File: config.mk
export PLATFORM = sky130hd
export DESIGN_NAME = amp_map_priv
export DESIGN_NICKNAME = d
export VERILOG_FILES = /design/src/hw/amp_pkg.sv /design/src/hw/amp_map_mem.sv /design/src/hw/amp_map_priv.sv
export SDC_FILE = /design/constraint.sdc
export NUM_CORES = 1
export LEC_CHECK = 0
export ABC_CLOCK_PERIOD_IN_PS = 5550
export BUFFER_PORTS_ARGS = -buffer_cell sky130_fd_sc_hd__buf_2
export CORE_MARGIN = 4
export CORE_UTILIZATION = 30
export CTS_CLUSTER_DIAMETER = 100
export DETAILED_ROUTE_END_ITERATION = 8
export PLACE_DENSITY = 0.48
export SKIP_CTS_REPAIR_TIMING = 1
export SLEW_MARGIN = 40
export SYNTH_ARGS = -nofsm -noshare
export SYNTH_HDL_FRONTEND = slang
export SYNTH_HIERARCHICAL = 1
export SYNTH_SLANG_ARGS = --single-unit
File: constraint.sdc
create_clock -name clk_sys -period 5.55 [get_ports clk_sys]
set_clock_uncertainty 0.2 [all_clocks]
set_input_delay 0 -clock clk_sys [delete_from_list [all_inputs] [get_ports clk_sys]]
set_output_delay 0 -clock clk_sys [all_outputs]
set_load 0.005 [all_outputs]
File: src/hw/amp_pkg.sv
/*
 Shared constants for the address map and privilege unit.
 Assumes a single 200 MHz processor clock and synchronous reset.
*/
package amp_pkg;
  // ==========================================================
  // Widths
  localparam int LOG_W   = 16;
  localparam int PHYS_W  = 20;
  localparam int LIM_W   = 11;
  localparam int BIAS_W  = 16;
  localparam int BIAS_SH = 5;
  localparam int NFILES  = 3;
  localparam int NSEG    = 3;
  // ==========================================================
  // Status bit positions and reset values
  localparam int           PRIV_BIT   = 7;
  localparam int           MAPSEL_BIT = 8;
  localparam logic [1:0]   FILE_RST   = 2'h0;
  localparam logic         USER_RST   = 1'h0;
  localparam logic [10:0]  LIM_RST    = 11'h000;
  localparam logic [15:0]  BIAS_RST   = 16'h0000;
  // Word index inside a map file load: limits 0..2, biases 3..5
  localparam logic [2:0]   IDX_BIAS0  = 3'h3;
  localparam logic [2:0]   IDX_LAST   = 3'h5;
  // Result of the limit compare
  typedef enum logic [1:0] {
    AMP_SEG1 = 2'b00,
    AMP_SEG2 = 2'b01,
    AMP_SEG3 = 2'b11,
    AMP_FAULT = 2'b10
  } amp_seg_t;
endpackage

File: src/hw/amp_map_mem.sv
/*
 Map file storage: one limit table and one bias table per segment,
 indexed by map file, read data registered.
 Assumes the caller only writes during a privileged load.
*/
`timescale 1ns/1ps
module amp_map_mem (
  input  wire logic                       clk_sys,
  input  wire logic                       srst,
  input  wire logic                       wrEn,
  input  wire logic [1:0]                 wrFile,
  input  wire logic [2:0]                 wrIdx,
  input  wire logic [15:0]                wrData,
  input  wire logic [1:0]                 rdFile,
  output logic [3*amp_pkg::LIM_W-1:0]     limOut,
  output logic [3*amp_pkg::BIAS_W-1:0]    biasOut
);
  // ==========================================================
  // Storage
  logic [amp_pkg::LIM_W-1:0]  limQ  [amp_pkg::NFILES][amp_pkg::NSEG];
  logic [amp_pkg::BIAS_W-1:0] biasQ [amp_pkg::NFILES][amp_pkg::NSEG];

  for (genvar f = 0; f < amp_pkg::NFILES; f++) begin : g_f
    for (genvar s = 0; s < amp_pkg::NSEG; s++) begin : g_s
      always_ff @(posedge clk_sys) begin
        if (srst) begin
          limQ[f][s]  <= amp_pkg::LIM_RST;
          biasQ[f][s] <= amp_pkg::BIAS_RST;
        end else if (wrEn && wrFile == 2'(f)) begin
          if (wrIdx == 3'(s))
            limQ[f][s] <= wrData[amp_pkg::LIM_W-1:0];
          if (wrIdx == 3'(s) + amp_pkg::IDX_BIAS0)
            biasQ[f][s] <= wrData;
        end
      end
    end
  end

  // ==========================================================
  // Registered read port; one process so each output has one driver
  logic [3*amp_pkg::LIM_W-1:0]  limRdD;
  logic [3*amp_pkg::BIAS_W-1:0] biasRdD;
  always_comb begin
    limRdD  = '0;
    biasRdD = '0;
    for (int s = 0; s < amp_pkg::NSEG; s++) begin
      // File 3 does not exist and reads as zero
      if (rdFile < 2'(amp_pkg::NFILES)) begin
        limRdD[s*amp_pkg::LIM_W +: amp_pkg::LIM_W]    = limQ[rdFile][s];
        biasRdD[s*amp_pkg::BIAS_W +: amp_pkg::BIAS_W] = biasQ[rdFile][s];
      end
    end
  end
  always_ff @(posedge clk_sys) begin
    if (srst) begin
      limOut  <= '0;
      biasOut <= '0;
    end else begin
      limOut  <= limRdD;
      biasOut <= biasRdD;
    end
  end
endmodule

File: src/hw/amp_map_priv.sv
/*
 Address map and privilege unit: limit compare, bias add, mapping
 fault, privilege check and the privilege / map file state.
 Assumes the core holds logAddr and memReq steady for two cycles
 per access and drives one-cycle event pulses.
*/
// How it works
// - Three map files, three limits, three biases
// - Mapping reaches memory beyond 32K words
// - Physical address is logical plus bias shifted five
// - Byte select bit ignored when mapping
// - Limits stored complemented; compare uncomplements
// - At or below limit one uses bias one
// - Between limit one and two uses bias two
// - Between limit two and three uses bias three
// - Above limit three: fault, no access
// - Privileged op in user mode: error, no execute
// - Reset, interrupt, extended op: privileged, file 0
// - Status bit 7 set means user mode
// - Status bit 8 picks map file 0 or 1
`timescale 1ns/1ps
module amp_map_priv (
  input  wire logic          clk_sys,
  input  wire logic          srst,
  input  wire logic [15:0]   logAddr,
  input  wire logic          memReq,
  input  wire logic          privOp,
  input  wire logic          loadMapReq,
  input  wire logic [1:0]    loadFile,
  input  wire logic [2:0]    loadIdx,
  input  wire logic [15:0]   loadData,
  input  wire logic          statusWr,
  input  wire logic [15:0]   statusIn,
  input  wire logic          intTaken,
  input  wire logic          xopTaken,
  output logic [19:0]        physAddr,
  output logic               physReq,
  output logic               mapFault,
  output logic               privFault,
  output logic               privOpGo,
  output logic               userMode,
  output logic               mapFileSel
);
  // ==========================================================
  // Privilege and map file state
  logic userQ, userD, fileQ, fileD;
  logic entryEvt;
  always_comb begin
    entryEvt = intTaken || xopTaken;
    userD = userQ;
    fileD = fileQ;
    if (entryEvt) begin
      userD = amp_pkg::USER_RST;
      fileD = 1'b0;
    end else if (statusWr && !userQ) begin
      userD = statusIn[amp_pkg::PRIV_BIT];
      fileD = statusIn[amp_pkg::MAPSEL_BIT];
    end
  end
  always_ff @(posedge clk_sys) begin
    if (srst) begin
      userQ <= amp_pkg::USER_RST;
      fileQ <= 1'b0;
    end else begin
      userQ <= userD;
      fileQ <= fileD;
    end
  end

  // ==========================================================
  // Map storage; load gated by privilege
  logic wrEn;
  logic [3*amp_pkg::LIM_W-1:0]  limAll;
  logic [3*amp_pkg::BIAS_W-1:0] biasAll;
  assign wrEn = loadMapReq && !userQ && loadIdx <= amp_pkg::IDX_LAST;
  amp_map_mem u_mem (
    .clk_sys (clk_sys),
    .srst    (srst),
    .wrEn    (wrEn),
    .wrFile  (loadFile),
    .wrIdx   (loadIdx),
    .wrData  (loadData),
    .rdFile  ({1'b0, fileQ}),
    .limOut  (limAll),
    .biasOut (biasAll)
  );

  // ==========================================================
  // Segment select
  function automatic amp_pkg::amp_seg_t segOf(
    input logic [10:0] page,
    input logic [32:0] lims);
    logic [10:0] l1, l2, l3;
    l1 = ~lims[10:0];
    l2 = ~lims[21:11];
    l3 = ~lims[32:22];
    if (page <= l1)      segOf = amp_pkg::AMP_SEG1;
    else if (page <= l2) segOf = amp_pkg::AMP_SEG2;
    else if (page <= l3) segOf = amp_pkg::AMP_SEG3;
    else                 segOf = amp_pkg::AMP_FAULT;
  endfunction

  logic [19:0] physD;
  logic        physReqD, mapFaultD, privFaultD, privGoD;
  logic [15:0] biasSel;
  amp_pkg::amp_seg_t seg;
  always_comb begin
    seg = segOf(logAddr[15:5], limAll);
    case (seg)
      amp_pkg::AMP_SEG1: biasSel = biasAll[15:0];
      amp_pkg::AMP_SEG2: biasSel = biasAll[31:16];
      amp_pkg::AMP_SEG3: biasSel = biasAll[47:32];
      default:           biasSel = 16'h0000;
    endcase
    // Bias widens the reach past 32K words; its top bit
    // falls off the 20-bit bus, so software keeps it clear
    physD = {4'h0, logAddr[15:1], 1'b0} +
            {biasSel[14:0], 5'h00};
    physReqD   = memReq && seg != amp_pkg::AMP_FAULT;
    mapFaultD  = memReq && seg == amp_pkg::AMP_FAULT;
    privFaultD = privOp && userQ;
    privGoD    = privOp && !userQ;
  end

  // ==========================================================
  // Output registers; the map read adds one cycle of latency
  always_ff @(posedge clk_sys) begin
    if (srst) begin
      physAddr   <= 20'h00000;
      physReq    <= 1'b0;
      mapFault   <= 1'b0;
      privFault  <= 1'b0;
      privOpGo   <= 1'b0;
      userMode   <= amp_pkg::USER_RST;
      mapFileSel <= 1'b0;
    end else begin
      physAddr   <= physD;
      physReq    <= physReqD;
      mapFault   <= mapFaultD;
      privFault  <= privFaultD;
      privOpGo   <= privGoD;
      userMode   <= userD;
      mapFileSel <= fileD;
    end
  end
endmodule

==> key figures <==
Finish
  – Area growth, synth to finish: 17.2%
  – Fraction of layout cells with a size suffix above 1: 12.2%
  – Non-Filler Instances: 2104
  – Nets: 1515

Critical path
  – Worst path cell trace: ha_1 -> and3_1 -> and3_1 -> and4_1 -> a21o_1 -> a41oi_1 -> and3_1 -> buf_4 -> a211oi_1 -> ha_1 -> nor2b_1 -> o31a_1 -> o21ai_0 -> nand2b_1 -> a21o_1 -> a21oi_1 -> xor2_1 -> dlygate4sd3_1 -> nor2_1
  – Most used cell, CP: and3_1
  – Critical Path Start: u_mem/limOut[17]
  – CP peak stage delay: 560 ps
  – CP Data Arrival Time: 4990 ps
  – Kind of end point of the critical path: flop
  – R2R Setup Slk: 760 ps
  – Kind of critical path: flop to flop
  – Slowest CP cell: dlygate4sd3_1
  – Buf/Inv on CP: 2
  – Worst endpoint required time: 5740 ps
  – Worst-path fanout max: 19
  – Startpoint Class: flop
  – R2R Path Start: u_mem/limOut[17]
  – Crit path max-delay family: compound AO/OA/AOI/OAI gates

Power
  – Leakage: 6.07 nW
  – Peak supply drop: 0.000189 V
  – PD cells: 338 nW/um^2

Min path
  – Worst Hold Class: input pin to flop
  – HP Start: loadMapReq

Place
  – Pre-CTS WS: 806 ps
  – Detailed Place HPWL: 23.6 mm
  – Routability cong.: 0.716
  – Port buffer count: 69
  – Cell count after placement: 1990

Clock network
  – Sink Count: 337
  – # H-tree levels: 2
  – Reg clk slew, reported paths: 60 ps
  – Clock Path Buffers: 3
  – CTS buffer count: 38
  – Clock latency on the worst-skew pair: 540 ps
  – CTS tree: done
  – Clock root cell: clkbuf_16

Global routing
  – Vias in the first global route: 9620
  – Gr usage total: 15.0%
  – Total gr overflow: 0
  – Antenna violations before repair: 1
  – First-pass GRT wire length: 60.7 mm
  – Largest net degree at the start of global routing: 234

Route
  – Initial detailed-routing violation count: 620
  – Pre-Repair DR Iteration Count: 5
  – DRC Markers: 0
  – Final ANT Viol Nets: 0
  – Routed vias/inst: 4.76
  – DR vias: 10022
  – Routed WL: 41.2 mm
  – Routed len/inst: 19.6 um

Synth
  – Syn Area/Cell: 11.3 um^2
  – Post-synthesis cell area: 15000 um^2
  – Count of mapped cells out of synthesis: 1330
  – Synth warn: 6

Timing
  – Worst Max-Slew Pin Slew: 807 ps
  – Final period util: 86.4%
  – Max transition margin: 46.2%
  – Final setup slack of the worst path: 756 ps
  – Final setup fails: 0
  – Setup TNS: 0 ps
  – Max-slew violations: 0
  – Max Freq: 209 MHz
  – Tmin final: 4790 ps
  – RSZ-0062 raised after global routing: false
  – Final hold vios: 0

Floorplan
  – Die area: 53600 um^2
  – Core ar.: 49200 um^2
  – I/O pin total: 87
  – Die Ht: 232 um
  – Die width: 232 um
  – Initial Util: 30.5%
  – Rows: 81

Outcome
  – Outcome: completed

Flow run
  – Max Cap Viol: 0
==> layout by cell type, fill, tap and decap left out, types with 6 or more instances in the layout <==
| master | n |
|---|---|
| buf_4 | 29 |
| inv_1 | 15 |
| buf_2 | 68 |
| a21oi_1 | 12 |
| a211oi_1 | 167 |
| dfxtp_1 | 102 |
| edfxtp_1 | 234 |
| clkinv_2 | 9 |
| mux2i_1 | 15 |
| nor3_1 | 8 |
| a21o_1 | 14 |
| dlygate4sd3_1 | 43 |
| clkbuf_1 | 10 |
| o21bai_1 | 11 |
| nor2b_1 | 87 |
| nor2_1 | 264 |
| and3_1 | 6 |
| clkbuf_16 | 38 |
| nand2b_1 | 79 |
| nand2_1 | 87 |
| ha_1 | 44 |
| nor3b_1 | 8 |
| o21ai_0 | 8 |
==> power breakdown <==
part	internal (W)	leakage, nW	switching [W]
clock	0.00143	0.600	0.00101
sequential	0.00284	3.08	0.0000437
combinational	0.000247	2.39	0.000375
total	0.00452	6.07	0.00143
==> per-layer routing <==
layer	global-route usage, %	vias to the layer above	share of wire (%)
li1	-	4884	-
met1	20.2	4877	46
met2	25.0	215	47
met3	2.84	46	4.9
met4	4.02	0	1.9
met5	0	-	0
==> area by class of cell <==
cell class                 count  area, um^2
fill                        4811       31600
multi-input combinational    874        5340
tap                          664         831
antenna                        1        2.50
timing repair buffer         143        1040
clock inverter                17         150
inverter                      15        56.3
clock buffer                  53        1060
sequential                   337        9090
==> tightest hold or removal path, delay by kind of cell <==
family                 cells  cell delay (ps)
AOI/OAI and AO/OA          1              110
buffers and inverters      2              220
and+or+nand+nor            2              240
==> registers in the layout (all words and copies together), names as in the netlist <==
signal and flops:
u_mem/biasQ 135, u_mem/limQ 99, u_mem/biasOut 45, u_mem/limOut 33, physAddr 19, mapFault 1
mapFileSel 1, physReq 1, privFault 1, privOpGo 1, userMode 1
==> per-stage QoR <==
step	hold WS, ps	instance area (um^2)	utilization, %	power (W)
floorplan	-122	15000	-	0.00332
global placement	-15.7	15900	32.3	0.00352
detailed placement	-22.1	15900	32.4	0.00353
CTS	-587	17100	34.9	0.00599
global route	4.41	17600	35.7	0.00621
finish	7.73	17600	35.7	0.00595
==> final timing paths <==
kind | to | depth (start not counted)
worst max-delay path | physAddr[13] | 19
worst min-delay path | u_mem/biasQ[1][4] | 5
worst max register to register | physAddr[13] | 19
worst min register to register | u_mem/biasOut[14] | 2
Note: power is estimated with default switching activity, not from simulation.
